### src/asr_pkg.sv
// Shared constants, field layouts and types of the converter register bank.
// Assumes one system clock; serial pins are synchronised inside the bank.
package asr_pkg;

	// Register select codes
	localparam logic [3:0] RS_STATUS    = 4'h0;
	localparam logic [3:0] RS_CONFIG    = 4'h1;
	localparam logic [3:0] RS_GPIO      = 4'h2;
	localparam logic [3:0] RS_GAINCAL   = 4'h3;
	localparam logic [3:0] RS_RESULT    = 4'h4;
	localparam logic [3:0] RS_SYS_OFS   = 4'h5;
	localparam logic [3:0] RS_SYS_GAIN  = 4'h6;
	localparam logic [3:0] RS_SELF_OFS  = 4'h7;
	localparam logic [3:0] RS_SELF_GAIN = 4'h8;

	// Command byte layout
	localparam int CMD_START_BIT = 7;
	localparam int CMD_MODE_BIT  = 6;
	localparam int CMD_CAL_MSB   = 5;
	localparam int CMD_CAL_LSB   = 4;
	localparam int CMD_IMPD_BIT  = 3;
	localparam int CMD_RATE_MSB  = 2;
	localparam int CMD_RS_MSB    = 4;
	localparam int CMD_RS_LSB    = 1;
	localparam int CMD_READ_BIT  = 0;

	// Transfer lengths in serial clocks
	localparam logic [4:0] CMD_BITS   = 5'h08;
	localparam logic [4:0] SHORT_BITS = 5'h08;
	localparam logic [4:0] LONG_BITS  = 5'h18;
	localparam int         LONG_PAD   = 16;

	// Reset values and writable bits
	localparam logic [7:0] STATUS_RESET  = 8'h00;
	localparam logic [7:0] CONFIG_RESET  = 8'h02;
	localparam logic [7:0] CONFIG_WMASK  = 8'hfe;
	localparam logic [7:0] GPIO_RESET    = 8'h0f;
	localparam logic [7:0] GAINCAL_RESET = 8'h1e;
	localparam logic [7:0] GAINCAL_WMASK = 8'hfe;

	// Status bits
	localparam int ST_CALOVR = 7;
	localparam int ST_OVER   = 3;
	localparam int ST_UNDER  = 2;
	localparam int ST_BUSY   = 1;
	localparam int ST_READY  = 0;

	// Config bits
	localparam int CFG_MAINS  = 7;
	localparam int CFG_UNIPOL = 6;
	localparam int CFG_CLKSRC = 5;
	localparam int CFG_REF_BUFFER_ENABLE = 4;
	localparam int CFG_INBUF  = 3;
	localparam int CFG_FORMAT = 2;
	localparam int CFG_SINGLE = 1;

	// Gain and calibration control bits
	localparam int GC_GAIN_MSB  = 7;
	localparam int GC_GAIN_LSB  = 5;
	localparam int GC_SKIP_SG   = 4;
	localparam int GC_SKIP_SO   = 3;
	localparam int GC_SKIP_CG   = 2;
	localparam int GC_SKIP_CO   = 1;

	// Result coding
	localparam int                 RAW_W       = 20;
	localparam int                 EXT_W       = 28;
	localparam int                 CODE_W      = 18;
	localparam int                 CODE_LSB    = 6;
	localparam logic signed [27:0] UNI_HI      = 28'sh003ffff;
	localparam logic signed [27:0] UNI_LO      = 28'sh0000000;
	localparam logic signed [27:0] BIP_HI      = 28'sh001ffff;
	localparam logic signed [27:0] BIP_LO      = 28'shffe0000;
	localparam logic [17:0]        CODE_FLIP   = 18'h20000;
	localparam logic [1:0]         SETTLE_SKIP = 2'h3;

	typedef enum logic [1:0] {SP_CMD, SP_READ, SP_WRITE} asr_spi_state_t;

	typedef struct packed {
		logic       mains_select;
		logic       unipolar;
		logic       clock_source_select;
		logic       ref_buffer_enable;
		logic       input_buffer_enable;
		logic       offset_binary;
		logic       single_shot_select;
		logic [2:0] digital_gain_field;
		logic       skip_sys_gain;
		logic       skip_sys_offset;
		logic       skip_self_gain;
		logic       skip_self_offset;
	} asr_cfg_t;

	typedef struct packed {
		logic [23:0] sys_offset;
		logic [23:0] sys_gain;
		logic [23:0] self_offset;
		logic [23:0] self_gain;
	} asr_coeff_t;

	typedef struct packed {
		logic [1:0] cal;
		logic       power_down;
		logic [2:0] rate;
	} asr_cmd_t;

endpackage

### src/asr_clip.sv
// Digital gain, range clipping and output coding of one raw result.
// Purely combinational; the caller registers the outputs.
`timescale 1ns/1ps
module asr_clip
	import asr_pkg::*;
(
	// Raw result
	input  wire logic signed [RAW_W-1:0] raw,
	// Settings
	input  wire logic [2:0]              gain_sel,
	input  wire logic                    gain_en,
	input  wire logic                    unipolar,
	input  wire logic                    offset_bin,
	// Coded result
	output logic [CODE_W-1:0]            code,
	output logic                         over,
	output logic                         under
);
	logic signed [EXT_W-1:0] ext;
	logic signed [EXT_W-1:0] scaled;
	logic signed [EXT_W-1:0] hi;
	logic signed [EXT_W-1:0] lo;
	logic signed [EXT_W-1:0] clipped;
	logic [CODE_W-1:0]       flip;

	assign ext = EXT_W'(raw);
	assign scaled = gain_en ? (ext <<< gain_sel) : ext;
	assign hi = unipolar ? UNI_HI : BIP_HI;
	assign lo = unipolar ? UNI_LO : BIP_LO;
	assign over = scaled > hi;
	assign under = scaled < lo;
	assign clipped = over ? hi : (under ? lo : scaled);
	assign flip = (!unipolar && offset_bin) ? CODE_FLIP : '0;
	assign code = clipped[CODE_W-1:0] ^ flip;

endmodule

### src/asr_regs.sv
// Status and control register bank of a delta-sigma converter, reached
// over a serial command-byte link. Assumes the converter core drives the
// busy level and result pulses on clk_sys; the serial pins are async.
`timescale 1ns/1ps
//Function
// - Flag calibration overrange when system gain calibration overranges.
// - Rate bits report the rate of the held result or calibration.
// - Clip results above maximum and raise the overrange flag.
// - Clip results below minimum and raise the underrange flag.
// - Busy flag mirrors modulator activity for conversions and calibrations.
// - Ready flag sets when a new result lands.
// - Read result clears ready at next start; unread keeps it set.
// - Result read during a running conversion clears ready after the read.
// - Mains bit chooses the 50Hz or 60Hz rate set.
// - Polarity bit: one unipolar, zero bipolar range.
// - Clock source bit: one external clock, zero internal oscillator.
// - Reference buffer bit powers or bypasses reference buffers.
// - Input buffer bit powers or bypasses analog input buffers.
// - Bipolar format bit picks two's complement or offset binary.
// - Single-shot bit: one conversion per start, else continuous.
// - First three continuous results after a start are unsettled.
// - End of conversion shows as a high mark then a falling edge on the data line.
// - Gain bits act only on the gain-capable variant.
// - Reset: status all zero, config zero except single-shot one.
// - Gain field codes 0 to 7 give gains 1 to 128.
// - Register access uses command byte with mode bit, select, direction.
// - Writes to the result register are ignored.
module asr_regs
	import asr_pkg::*;
#(
	parameter bit GAIN_CAPABLE = 1'b1
)
(
	// Clock and reset
	input  wire logic                    clk_sys,
	input  wire logic                    nrst,
	// Serial pins
	input  wire logic                    cs_n,
	input  wire logic                    sclk,
	input  wire logic                    din,
	output logic                         rdy_dout_o,
	output logic                         rdy_dout_oe,
	// Converter core
	input  wire logic                    mod_busy,
	input  wire logic                    conv_start,
	input  wire logic                    conv_done,
	input  wire logic signed [RAW_W-1:0] conv_raw,
	input  wire logic [2:0]              conv_rate,
	input  wire logic                    cal_done,
	input  wire logic                    sgc_cal_done,
	input  wire logic                    sgc_cal_over,
	// Commands and settings to the core
	output logic                         cmd_valid,
	output asr_cmd_t                     cmd,
	output asr_cfg_t                     cfg,
	output logic [7:0]                   gpio_ctrl,
	output asr_coeff_t                   coeff
);
	logic [2:0]          cs_sync_q;
	logic [2:0]          sclk_sync_q;
	logic [1:0]          din_sync_q;
	asr_spi_state_t      sp_state_q;
	logic [4:0]          bit_cnt_q;
	logic [4:0]          len_q;
	logic [3:0]          rs_q;
	logic [23:0]         shift_in_q;
	logic [23:0]         shift_out_q;
	logic                dout_bit_q;
	logic [7:0]          config_q;
	logic [7:0]          gpio_q;
	logic [7:0]          gaincal_q;
	asr_coeff_t          coeff_q;
	logic [23:0]         result_q;
	logic                ready_q;
	logic                read_seen_q;
	logic                busy_q;
	logic                over_q;
	logic                under_q;
	logic                cal_ovr_q;
	logic [2:0]          rate_q;
	logic [1:0]          settle_q;
	logic                eoc_q;
	logic                cmd_valid_q;
	asr_cmd_t            cmd_q;
	logic                rdy_dout_q;
	logic                rdy_dout_oe_q;

	wire                 cs_act;
	wire                 din_s;
	wire                 sclk_rise;
	wire                 sclk_fall;
	wire [23:0]          shift_nxt;
	wire [4:0]           cnt_nxt;
	wire                 cmd_byte_done;
	wire [7:0]           cmd_byte;
	wire [3:0]           cmd_rs;
	wire                 reg_access;
	wire                 conv_cmd;
	wire                 data_done;
	wire                 wr_commit;
	wire                 result_read;
	wire                 single;
	wire                 accepted;
	wire [CODE_W-1:0]    clip_code;
	wire                 clip_over;
	wire                 clip_under;
	wire [7:0]           status_byte;
	wire [23:0]          rd_word;
	wire                 line_level;
	logic [7:0]          rd_short;
	logic [23:0]         rd_long;

	function automatic logic reg_is_long(input logic [3:0] rs);
		return (rs >= RS_RESULT) && (rs <= RS_SELF_GAIN);
	endfunction

	// Only the second stage of each synchroniser is looked at, except sclk, whose edges compare stages two and three
	always_ff @(posedge clk_sys or negedge nrst)
	begin
		if (!nrst)
		begin
			cs_sync_q   <= 3'h7;
			sclk_sync_q <= 3'h0;
			din_sync_q  <= 2'h0;
		end
		else
		begin
			cs_sync_q   <= {cs_sync_q[1:0], cs_n};
			sclk_sync_q <= {sclk_sync_q[1:0], sclk};
			din_sync_q  <= {din_sync_q[0], din};
		end
	end

	assign cs_act    = ~cs_sync_q[1];
	assign din_s     = din_sync_q[1];
	assign sclk_rise = cs_act & sclk_sync_q[1] & ~sclk_sync_q[2];
	assign sclk_fall = cs_act & ~sclk_sync_q[1] & sclk_sync_q[2];
	assign shift_nxt = {shift_in_q[22:0], din_s};
	assign cnt_nxt   = bit_cnt_q + 5'h01;

	assign cmd_byte_done = (sp_state_q == SP_CMD) && sclk_rise &&
		(cnt_nxt == CMD_BITS);
	assign cmd_byte   = shift_nxt[7:0];
	assign cmd_rs     = cmd_byte[CMD_RS_MSB:CMD_RS_LSB];
	assign reg_access = cmd_byte_done && cmd_byte[CMD_START_BIT] &&
		cmd_byte[CMD_MODE_BIT];
	assign conv_cmd   = cmd_byte_done && cmd_byte[CMD_START_BIT] &&
		!cmd_byte[CMD_MODE_BIT];
	assign data_done  = (sp_state_q != SP_CMD) && sclk_rise &&
		(cnt_nxt == len_q);
	assign wr_commit   = data_done && (sp_state_q == SP_WRITE);
	assign result_read = data_done && (sp_state_q == SP_READ) &&
		(rs_q == RS_RESULT);

	always_ff @(posedge clk_sys or negedge nrst)
	begin
		if (!nrst)
		begin
			sp_state_q <= SP_CMD;
			bit_cnt_q  <= '0;
			len_q      <= SHORT_BITS;
			rs_q       <= RS_STATUS;
			shift_in_q <= '0;
		end
		else if (!cs_act)
		begin
			sp_state_q <= SP_CMD;
			bit_cnt_q  <= '0;
		end
		else if (sclk_rise)
		begin
			shift_in_q <= shift_nxt;
			bit_cnt_q  <= (cmd_byte_done || data_done) ? 5'h00 : cnt_nxt;
			if (reg_access)
			begin
				rs_q       <= cmd_rs;
				len_q      <= reg_is_long(cmd_rs) ? LONG_BITS : SHORT_BITS;
				sp_state_q <= cmd_byte[CMD_READ_BIT] ? SP_READ : SP_WRITE;
			end
			else if (data_done)
				sp_state_q <= SP_CMD;
		end
	end

	// Readback decode; unmapped selects read as zero
	always_comb
	begin
		rd_short = '0;
		if (cmd_rs == RS_STATUS)
			rd_short = status_byte;
		else if (cmd_rs == RS_CONFIG)
			rd_short = config_q;
		else if (cmd_rs == RS_GPIO)
			rd_short = gpio_q;
		else if (cmd_rs == RS_GAINCAL)
			rd_short = gaincal_q;
	end

	always_comb
	begin
		rd_long = '0;
		if (cmd_rs == RS_RESULT)
			rd_long = result_q;
		else if (cmd_rs == RS_SYS_OFS)
			rd_long = coeff_q.sys_offset;
		else if (cmd_rs == RS_SYS_GAIN)
			rd_long = coeff_q.sys_gain;
		else if (cmd_rs == RS_SELF_OFS)
			rd_long = coeff_q.self_offset;
		else if (cmd_rs == RS_SELF_GAIN)
			rd_long = coeff_q.self_gain;
	end

	assign rd_word = reg_is_long(cmd_rs) ? rd_long :
		{rd_short, {LONG_PAD{1'b0}}};

	// Read data changes on the falling serial edge, MSB first
	always_ff @(posedge clk_sys or negedge nrst)
	begin
		if (!nrst)
		begin
			shift_out_q <= '0;
			dout_bit_q  <= 1'b0;
		end
		else if (reg_access)
			shift_out_q <= rd_word;
		else if (sclk_fall && (sp_state_q == SP_READ))
		begin
			dout_bit_q  <= shift_out_q[23];
			shift_out_q <= {shift_out_q[22:0], 1'b0};
		end
	end

	always_ff @(posedge clk_sys or negedge nrst)
	begin
		if (!nrst)
		begin
			config_q  <= CONFIG_RESET;
			gpio_q    <= GPIO_RESET;
			gaincal_q <= GAINCAL_RESET;
			coeff_q   <= '0;
		end
		else if (wr_commit)
		begin
			if (rs_q == RS_CONFIG)
				config_q <= shift_nxt[7:0] & CONFIG_WMASK;
			else if (rs_q == RS_GPIO)
				gpio_q <= shift_nxt[7:0];
			else if (rs_q == RS_GAINCAL)
				gaincal_q <= shift_nxt[7:0] & GAINCAL_WMASK;
			else if (rs_q == RS_SYS_OFS)
				coeff_q.sys_offset <= shift_nxt;
			else if (rs_q == RS_SYS_GAIN)
				coeff_q.sys_gain <= shift_nxt;
			else if (rs_q == RS_SELF_OFS)
				coeff_q.self_offset <= shift_nxt;
			else if (rs_q == RS_SELF_GAIN)
				coeff_q.self_gain <= shift_nxt;
		end
	end

	assign single = config_q[CFG_SINGLE];

	asr_clip u_clip (
		.raw        (conv_raw),
		.gain_sel   (gaincal_q[GC_GAIN_MSB:GC_GAIN_LSB]),
		.gain_en    (GAIN_CAPABLE),
		.unipolar   (config_q[CFG_UNIPOL]),
		.offset_bin (config_q[CFG_FORMAT]),
		.code       (clip_code),
		.over       (clip_over),
		.under      (clip_under)
	);

	assign accepted = conv_done && (single || (settle_q == SETTLE_SKIP));

	always_ff @(posedge clk_sys or negedge nrst)
	begin
		if (!nrst)
			settle_q <= '0;
		else if (conv_cmd)
			settle_q <= '0;
		else if (conv_done && !single && (settle_q != SETTLE_SKIP))
			settle_q <= settle_q + 2'h1;
	end

	always_ff @(posedge clk_sys or negedge nrst)
	begin
		if (!nrst)
		begin
			result_q <= '0;
			over_q   <= 1'b0;
			under_q  <= 1'b0;
		end
		else if (accepted)
		begin
			result_q <= {clip_code, {CODE_LSB{1'b0}}};
			over_q   <= clip_over;
			under_q  <= clip_under;
		end
	end

	always_ff @(posedge clk_sys or negedge nrst)
	begin
		if (!nrst)
		begin
			ready_q     <= 1'b0;
			read_seen_q <= 1'b0;
		end
		else
		begin
			ready_q <= accepted || (ready_q &&
				!(conv_start && read_seen_q) &&
				!(result_read && mod_busy));
			if (accepted)
				read_seen_q <= 1'b0;
			else if (result_read)
				read_seen_q <= 1'b1;
		end
	end

	always_ff @(posedge clk_sys or negedge nrst)
	begin
		if (!nrst)
		begin
			busy_q    <= 1'b0;
			cal_ovr_q <= 1'b0;
			rate_q    <= '0;
			eoc_q     <= 1'b0;
		end
		else
		begin
			busy_q <= mod_busy;
			eoc_q  <= accepted;
			if (sgc_cal_done)
				cal_ovr_q <= sgc_cal_over;
			if (accepted || cal_done)
				rate_q <= conv_rate;
		end
	end

	assign status_byte = {cal_ovr_q, rate_q, over_q, under_q, busy_q,
		ready_q};

	// high mark then low when ready
	assign line_level = (sp_state_q == SP_READ) ? dout_bit_q :
		(eoc_q | ~ready_q);

	always_ff @(posedge clk_sys or negedge nrst)
	begin
		if (!nrst)
		begin
			rdy_dout_q    <= 1'b1;
			rdy_dout_oe_q <= 1'b0;
			cmd_valid_q   <= 1'b0;
			cmd_q         <= '0;
		end
		else
		begin
			rdy_dout_q    <= line_level;
			rdy_dout_oe_q <= cs_act;
			cmd_valid_q   <= conv_cmd;
			if (conv_cmd)
				cmd_q <= {cmd_byte[CMD_CAL_MSB:CMD_CAL_LSB],
					cmd_byte[CMD_IMPD_BIT], cmd_byte[CMD_RATE_MSB:0]};
		end
	end

	assign rdy_dout_o  = rdy_dout_q;
	assign rdy_dout_oe = rdy_dout_oe_q;
	assign cmd_valid   = cmd_valid_q;
	assign cmd         = cmd_q;
	assign gpio_ctrl   = gpio_q;
	assign coeff       = coeff_q;
	assign cfg = '{
		mains_select:        config_q[CFG_MAINS],
		unipolar:            config_q[CFG_UNIPOL],
		clock_source_select: config_q[CFG_CLKSRC],
		ref_buffer_enable:   config_q[CFG_REF_BUFFER_ENABLE],
		input_buffer_enable: config_q[CFG_INBUF],
		offset_binary:       config_q[CFG_FORMAT],
		single_shot_select:  config_q[CFG_SINGLE],
		digital_gain_field:  gaincal_q[GC_GAIN_MSB:GC_GAIN_LSB],
		skip_sys_gain:       gaincal_q[GC_SKIP_SG],
		skip_sys_offset:     gaincal_q[GC_SKIP_SO],
		skip_self_gain:      gaincal_q[GC_SKIP_CG],
		skip_self_offset:    gaincal_q[GC_SKIP_CO]
	};
endmodule

### config.mk
export PLATFORM = sky130hd
export DESIGN_NAME = asr_regs
export DESIGN_NICKNAME = d
export VERILOG_FILES = /design/src/asr_pkg.sv /design/src/asr_clip.sv /design/src/asr_regs.sv
export SDC_FILE = /design/constraint.sdc
export NUM_CORES = 1
export LEC_CHECK = 0
export ABC_CLOCK_PERIOD_IN_PS = 3850
export BUFFER_PORTS_ARGS = -buffer_cell sky130_fd_sc_hd__clkbuf_2
export CORE_ASPECT_RATIO = 1.25
export CORE_MARGIN = 2
export CORE_UTILIZATION = 50
export CTS_CLUSTER_DIAMETER = 60
export DETAILED_ROUTE_END_ITERATION = 8
export PLACE_DENSITY = 0.8
export SYNTH_ARGS = -nofsm -noshare
export SYNTH_HDL_FRONTEND = slang
export SYNTH_SLANG_ARGS = --single-unit
### constraint.sdc
create_clock -name clk_sys -period 3.85 [get_ports clk_sys]
set_clock_uncertainty 0.1 [all_clocks]
set_input_delay 0.1925 -clock clk_sys [delete_from_list [all_inputs] [get_ports clk_sys]]
set_output_delay 0.1925 -clock clk_sys [all_outputs]
set_load 0.02 [all_outputs]
==> metrics.md, run 1 <==
| Metric | Value |
|---|---|
| Diode count | `0` |
| CTS Buf Count | `24` |
| Leading cell types in the layout, fill and taps excluded | `dfrtp_1, clkbuf_2, mux2_2` |
| Worst endpoint required time | `around 4.1 ns` |
| P_leak | `6.49 nW` |
| Most common cell after layout, fill and taps aside | `dfrtp_1` |
| Num rows | `between 60 and 70` |
| Vias in the first global route | `8,625` |
| Met3 usage | `4.23%` |
| Crit path capture type | `register` |
| Fmax | `0.287 GHz` |
| Sink Count | `approximately 220` |
| Post-synthesis adder-cell area fraction | `around 1.6%` |
| Post-synthesis compound-gate area fraction | `a little over a tenth` |
| Via count | `8,588` |
| Status | `completed` |
| Worst-margin pin slew | `between 0.9 and 1 ns` |
| Worst hold path class | `input port to register` |
| Fin. Hold Viols | `0` |
| Post-Syn Area | `between 0.01 and 0.015 mm2` |
| Die area | `around 0.024 mm2` |
| Synthesized instance count | `968` |
| Synth cell types | `65` |
| Iter 0 DRT Violations | `between 800 and 900` |
| Slew HR | `a little over a third` |
| Number of max-cap violations | `0` |
| Post-route minimum period | `around 3.5 ns` |
| Nets@finish | `approximately 1,200` |
| RSZ-0062 raised after global routing | `false` |
| Initial Util | `roughly half` |
| GP Congestion | `between 0.8 and 0.9` |
| GRT Util Overall | `about a quarter` |
| Fin crit share | `between 90% and 100%` |
| Reg area | `0.00562 mm2` |
| Die Width | `between 100 and 150 um` |
| Number of flops mapped to enable cells by yosys | `0` |
| Post-synthesis mux area share | `a little under a quarter` |
| DIE HEIGHT | `172 um` |
| Synth async-reset ratio | `100%` |
| GR Layer Usage met1 | `approximately a third` |
| Top cells by area, synth | `dfrtp_1, mux2_2, mux4_2` |
| Dpl hpwl | `20.4 mm` |
| Grt met2 use | `41.5%` |
| Final count of negative-setup-slack endpoints | `0` |
| Largest net degree at the start of global routing | `130` |
| Max-slew violation count | `0` |
| TritonCTS clock tree | `yes` |
| Worst setup SP type | `register` |
| Synth-to-layout area growth | `17.5%` |
| Input/output buffers | `160` |
| Yosys reg bits | `224` |
| CP Data Arrival Time | `~3.8 ns` |
| Syn Nets | `1,016` |
| # DRC | `0` |
| Smallest hold slack | `between 0.05 and 0.06 ns` |
| Share of the synthesized area in the top cell type | `roughly 47%` |
| Combinational family with the most area after synthesis | `multiplexers` |
| Gr ovfl total | `0` |
| Multi-input logic area | `about 0.0052 mm2` |
| Vias per Instance | `6.03` |
| Crit-path max FO | `20` |
| Number of fill cells in the layout | `~1,700` |
| CTS HTree Levels | `1` |
| Clock Latency Late Sink | `0.52 ns` |
| Crit path kind | `register to register` |
| I/O pin count | `roughly 160` |
| Avg Inst Size Synth | `11.6 um2` |
| Power per cell area | `roughly 470 mW/mm2` |
| XOR/XNOR share of the synthesized area | `less than 1%` |
| Post-DRT Antenna Nets | `0` |
| Post-synthesis sequential area ratio | `around half` |
| Clock tree buffer depth | `3` |
| Routed wire length | `29.7 mm` |
| DR WL/cell | `~21 um` |
| Setup TNS | `0 ns` |
| First-pass GRT wire length | `47.5 mm` |
| VDD IR max | `approximately 0.00039 V` |
| Layout cells sized above 1 | `between 30% and 40%` |
| Ys flop type | `dfrtp_1` |
| Area leader, netlist | `dfrtp_1` |
| Clk root buf | `clkbuf_16` |
| DRT Pass-1 Iters | `7` |
| Clock Pin Slew Worst Setup and Hold Paths | `0.06 ns` |
| Antenna violations before repair | `0` |
| Simple-gate share of the synthesized area | `about 10%` |
| Core area | `0.0222 mm2` |
| Yosys warning total | `0` |
| GR peak layer | `met2` |
-- power by group --
part	internal, mW	switching, mW	leakage [nW]
logic	0.391	0.613	3.08
registers	2.53	0.313	3.00
clock network	1.39	0.917	0.409
total	4.31	1.84	6.49
-- final timing paths --
| check | slack (ns) | cells after the start | end | from |
|---|---|---|---|---|
| max in group asynchronous | 2.49 | 3 | rdy_dout_o | nrst |
| min | 0.06 | 4 | settle_q[0] | conv_done |
| max | 0.37 | 11 | result_q[23] | gaincal_q[5] |
| min in group asynchronous | 0.29 | 2 | cmd[1] | nrst |
| max reg2reg | 0.37 | 11 | result_q[23] | gaincal_q[5] |
| min reg2reg | 0.25 | 0 | din_sync_q[1] | din_sync_q[0] |
-- worst max-delay path, cell delays in order, from the launching register on --
cell and delay [ns]:
dfrtp_1 0.64, buf_4 0.36, mux2_2 0.40, o21a_1 0.21, ha_1 0.27, nor2_1 0.09, nand4_1 0.10, nor4_1 0.20
nand2_1 0.10, o21a_1 0.40, nor4b_1 0.36, nor3_1 0.10
-- flip-flops by register name (all words and copies together), names as in the netlist, 2 cells and up --
name	cells
rs_q	4
shift_in_q	23
din_sync_q	2
rate_q	3
cs_sync_q	2
bit_cnt_q	5
result_q	18
cmd	6
config_q	7
coeff	96
gaincal_q	7
gpio_ctrl	8
shift_out_q	24
settle_q	2
sclk_sync_q	3
sp_state_q	2
-- layer usage --
metal  vias up  routed length, um  share of wire, %
met1      4310              11900                40
met5         -                  0                 0
met3        78               2190               7.4
met4         0               1040               3.5
li1       3827                  -                 -
met2       373              14600                49
-- final cells by class --
| type | instances | share of cell area, % |
|---|---|---|
| flip-flops and latches | 224 | 42.5 |
| multi-input cells | 658 | 39.5 |
| repair buffers | 200 | 8.76 |
| clock buffers | 36 | 5.56 |
| well taps | 283 | 2.68 |
| clock inverters | 8 | 0.605 |
| inverters | 15 | 0.426 |
-- repair_timing --
action                                 CTS  global route
hold buffers                            14             0
buffers inserted                         0             0
gates resized for setup                  0             2
endpoints found under the hold margin  124             0
setup endpoints to repair                0            14
-- stage by stage --
stage / power (mW) / setup WS, ns / util (%) / area (um2) / std cells
final: 6.16 / 0.367 / 59.6 / 13200 / 1424
after global routing: 6.42 / 0.0261 / 59.6 / 13200 / 1424
after CTS: 6.16 / 0.274 / 59.6 / 13200 / 1424
after detailed placement: 3.85 / 0.284 / 55.3 / 12300 / 1366
after global placement: 3.81 / 0.379 / 55.3 / 12300 / 1366
after floorplan: 3.39 / 0.443 / - / 11300 / 968
-- cells in the mapped netlist, drive strengths merged, types with 5 or more instances --
library cell  number
nor3               8
ha                14
nand2             99
o21ai             55
dfstp             12
nand4             10
a221o              9
mux2i             28
mux2             167
a22oi              5
a21oi             59
a31oi              6
nor2              60
inv               15
a211oi             5
buf               28
nand2b             5
o22ai             11
mux4              19
nand3             13
dfrtp            212
clkbuf            43
a222oi            11
and3               7
nor2b             13
-- logic make-up after synthesis --
| kind of cell | count (synthesis) |
|---|---|
| AO/OA/AOI/OAI | 188 |
| XOR/XNOR | 5 |
| adder cells (fa/ha/maj) | 14 |
| buffers and inverters | 86 |
| flip-flops | 224 |
| multiplexers | 214 |
| AND/OR/NAND/NOR | 237 |
Note: power is estimated with default switching activity, not from simulation.
==> run 2, diff against run 1 <==
--- a/config.mk
+++ b/config.mk
@@ -9,10 +9,10 @@
 export BUFFER_PORTS_ARGS = -buffer_cell sky130_fd_sc_hd__clkbuf_2
 export CORE_ASPECT_RATIO = 1.25
 export CORE_MARGIN = 2
-export CORE_UTILIZATION = 50
+export CORE_UTILIZATION = 30
 export CTS_CLUSTER_DIAMETER = 60
 export DETAILED_ROUTE_END_ITERATION = 8
-export PLACE_DENSITY = 0.8
+export PLACE_DENSITY = 0.56
 export SYNTH_ARGS = -nofsm -noshare
 export SYNTH_HDL_FRONTEND = slang
 export SYNTH_SLANG_ARGS = --single-unit
==> constraint.sdc (replaced) <==
create_clock -name clk_sys -period 3.85 [get_ports clk_sys]
set_clock_uncertainty 0.1 [all_clocks]
set_input_delay 0.77 -clock clk_sys [delete_from_list [all_inputs] [get_ports clk_sys]]
set_output_delay 0.77 -clock clk_sys [all_outputs]
set_load 0.02 [all_outputs]
==> run 2 against run 1 <==
  * Core utilization fell by 23 points
  * Critical path depth did not move
  * Sequential cell count did not move
  * Sequential power fell by 1%
  * Combinational power rose by 7%
  * Clock power rose by 14%
  * Cell count rose by 14%
  * Sequential share of layout area fell by 0.90 points
  * Critical path type unchanged
  * Via count fell by 2.7%
==> metrics.md, run 2 (same netlist as run 1, synthesis figures left out) <==
| Metric | Value |
|---|---|
| Worst endpoint required time | `4.17 ns (was 4.12 ns)` |
| Die area | `0.0391 mm2 (was 0.0238 mm2)` |
| DRT Pass-1 Iters | `8 (was 7)` |
| Via count | `8,357 (was 8,588)` |
| Slowest CP cell | `dfrtp_1 (unchanged)` |
| Nets@finish | `1,165 (was 1,171)` |
| Die Width | `177 um (was 138 um)` |
| Power per cell area | `483 mW/mm2 (was 465 mW/mm2)` |
| Worst reg-to-reg path cell count | `11 (unchanged)` |
| Clock Pin Slew Worst Setup and Hold Paths | `0.06 ns (about the same)` |
| Worst path cell trace | `mux4_2, nor2_1, a21oi_1, ha_1, a21oi_1, a2bb2oi_1, nand2_1, o21ai_0, nand2_1, a211oi_1, nor2_1 (was buf_4, mux2_2, o21a_1, ha_1, nor2_1, nand4_1, nor4_1, nand2_1, o21a_1, nor4b_1, nor3_1)` |
| I/O pin count | `161 (unchanged)` |
| Slew HR | `40.9% (was 36.2%)` |
| Worst hold path class | `input port to async pin (was input port to register)` |
| Sink Count | `224 (unchanged)` |
| Post-DRT Antenna Nets | `0 (unchanged)` |
| Final count of negative-setup-slack endpoints | `0 (unchanged)` |
| Fmax | `0.286 GHz (was 0.287 GHz)` |
| Vias in the first global route | `8,278 (was 8,625)` |
| Smallest hold slack | `0.140 ns (was 0.0588 ns)` |
| DIE HEIGHT | `221 um (was 172 um)` |
| Clk root buf | `clkbuf_16 (unchanged)` |
| TritonCTS clock tree | `yes (unchanged)` |
| Input/output buffers | `160 (unchanged)` |
| Routed wire length | `33.2 mm (was 29.7 mm)` |
| GRT Util Overall | `16.9% (was 24.8%)` |
| DR WL/cell | `20.4 um (was 20.8 um)` |
| Cts-stage hold buffer count | `0 (was 14)` |
| Worst-margin pin slew | `0.887 ns (was 0.957 ns)` |
| Largest register FFs | `96 (unchanged)` |
| GR peak layer | `met2 (unchanged)` |
| Fin crit share | `90.8% (was 90.5%)` |
| Post-CTS resize count | `0 (unchanged)` |
| Iter 0 DRT Violations | `638 (was 821)` |
| Most common cell after layout, fill and taps aside | `dfrtp_1 (unchanged)` |
| CTS Buf Count | `28 (was 24)` |
| CP Data Arrival Time | `3.81 ns (was 3.76 ns)` |
| Initial Util | `30.3% (was 50.7%)` |
| Gr ovfl total | `0 (unchanged)` |
| Synth-to-layout area growth | `20.0% (was 17.5%)` |
| Grt met2 use | `27.8% (was 41.5%)` |
| R2r setup slk | `0.35 ns (was 0.37 ns)` |
| RR Endpoint | `result_q[21] (was result_q[23])` |
| Core area | `0.0372 mm2 (was 0.0222 mm2)` |
| Crit-path max FO | `20 (unchanged)` |
| GR Layer Usage met1 | `23.2% (was 32.4%)` |
| Post-CTS Setup Bufs | `0 (unchanged)` |
| Layout cells sized above 1 | `37.2% (was 36.5%)` |
| CP peak stage delay | `0.80 ns (was 0.64 ns)` |
| VDD IR max | `0.000308 V (was 0.000387 V)` |
| First-pass GRT wire length | `50.9 mm (was 47.5 mm)` |
| Leading cell types in the layout, fill and taps excluded | `dfrtp_1, clkbuf_2, mux2_2 (unchanged)` |
| Met3 usage | `2.18% (was 4.23%)` |
| Num rows | `79 (was 61)` |
| Vias per Instance | `5.15 (was 6.03)` |
| CTS HTree Levels | `1 (unchanged)` |
| Worst setup SP type | `register (unchanged)` |
| Crit path kind | `register to register (unchanged)` |
| Clock Latency Late Sink | `0.54 ns (was 0.52 ns)` |
| Antenna violations before repair | `0 (unchanged)` |
| P_leak | `6.51 nW (was 6.49 nW)` |
| Critical R2R Launch | `gaincal_q[6] (was gaincal_q[5])` |
| Crit path capture type | `register (unchanged)` |
| GP Congestion | `0.822 (was 0.867)` |
| Fin. Hold Viols | `0 (unchanged)` |
| Clock tree buffer depth | `3 (unchanged)` |
| Setup TNS | `0 ns (unchanged)` |
| Max-slew violation count | `0 (unchanged)` |
| RSZ-0062 raised after global routing | `false (unchanged)` |
| Diode count | `0 (unchanged)` |
| Number of max-cap violations | `0 (unchanged)` |
| Post-route minimum period | `3.50 ns (was 3.48 ns)` |
| Largest net degree at the start of global routing | `98 (was 130)` |
| Status | `completed (unchanged)` |
| # DRC | `0 (unchanged)` |
| Dpl hpwl | `23.5 mm (was 20.4 mm)` |
==> run 2: cell types whose count changed in the layout (fill, tap and decap cells not counted), moves of 2 or more <==
cell           previous run  this run
clkbuf_1                  3         6
inv_8                     0         2
dlygate4sd3_1            14         0
clkbuf_16                24        29
clkbuf_8                  9         4
buf_4                    25        27
inv_6                     0         2
buf_12                    1         3
==> run 2: worst max-delay path: cells and delay by family (launching register included) <==
| kind | cells | cell delay (ns) |
|---|---|---|
| muxes | 1 | 0.45 |
| DFF | 1 | 0.80 |
| AOI/OAI and AO/OA | 5 | 1.07 |
| adders and majority gates | 1 | 0.33 |
| and+or+nand+nor | 4 | 0.63 |
==> run 2: power by group <==
part	switching (mW)	internal, mW	total, mW
combinational	0.682	0.390	1.07
clock	1.04	1.60	2.64
sequential	0.279	2.53	2.81
==> run 2: layer usage <==
metal  vias to the layer above  routed length (um)
met2                       218               15900
met3                        41                1680
met4                         0                 733
li1                       3838                   -
met5                         -                   0
met1                      4260               14900
==> run 2: how the worst max path moves through the flow <==
stage	slack (ns)	cells after the start	start	endpoint
final	0.35	11	gaincal_q[6]	result_q[21]
after global routing	0.05	11	gaincal_q[6]	result_q[7]
after CTS	0.37	11	gaincal_q[6]	result_q[21]
after detailed placement	0.22	12	conv_raw[14]	result_q[21]
after global placement	0.35	12	conv_raw[14]	result_q[22]
after floorplan	0.44	14	gaincal_q[5]	result_q[21]
==> run 2: metrics by stage <==
| step | util [%] | std cells | worst slack [ns] | power, mW | cell area, um2 |
|---|---|---|---|---|---|
| after global routing | 36.4 | 1624 | 0.0451 | 6.83 | 13500 |
| after detailed placement | 33.9 | 1573 | 0.218 | 3.94 | 12600 |
| after CTS | 36.4 | 1624 | 0.367 | 6.60 | 13500 |
| after floorplan | - | 968 | 0.443 | 3.39 | 11300 |
| final | 36.4 | 1624 | 0.355 | 6.52 | 13500 |
| after global placement | 33.9 | 1573 | 0.350 | 3.92 | 12600 |
==> run 2: cell type report <==
type / instances / area (um2)
Clock buffer: 39 / 803
Clock inverter: 12 / 133
Fill cell: 3786 / 23600
Inverter: 15 / 56.3
Multi-Input combinational cell: 658 / 5220
Sequential cell: 224 / 5620
Tap cell: 486 / 608
Timing Repair Buffer: 190 / 1070
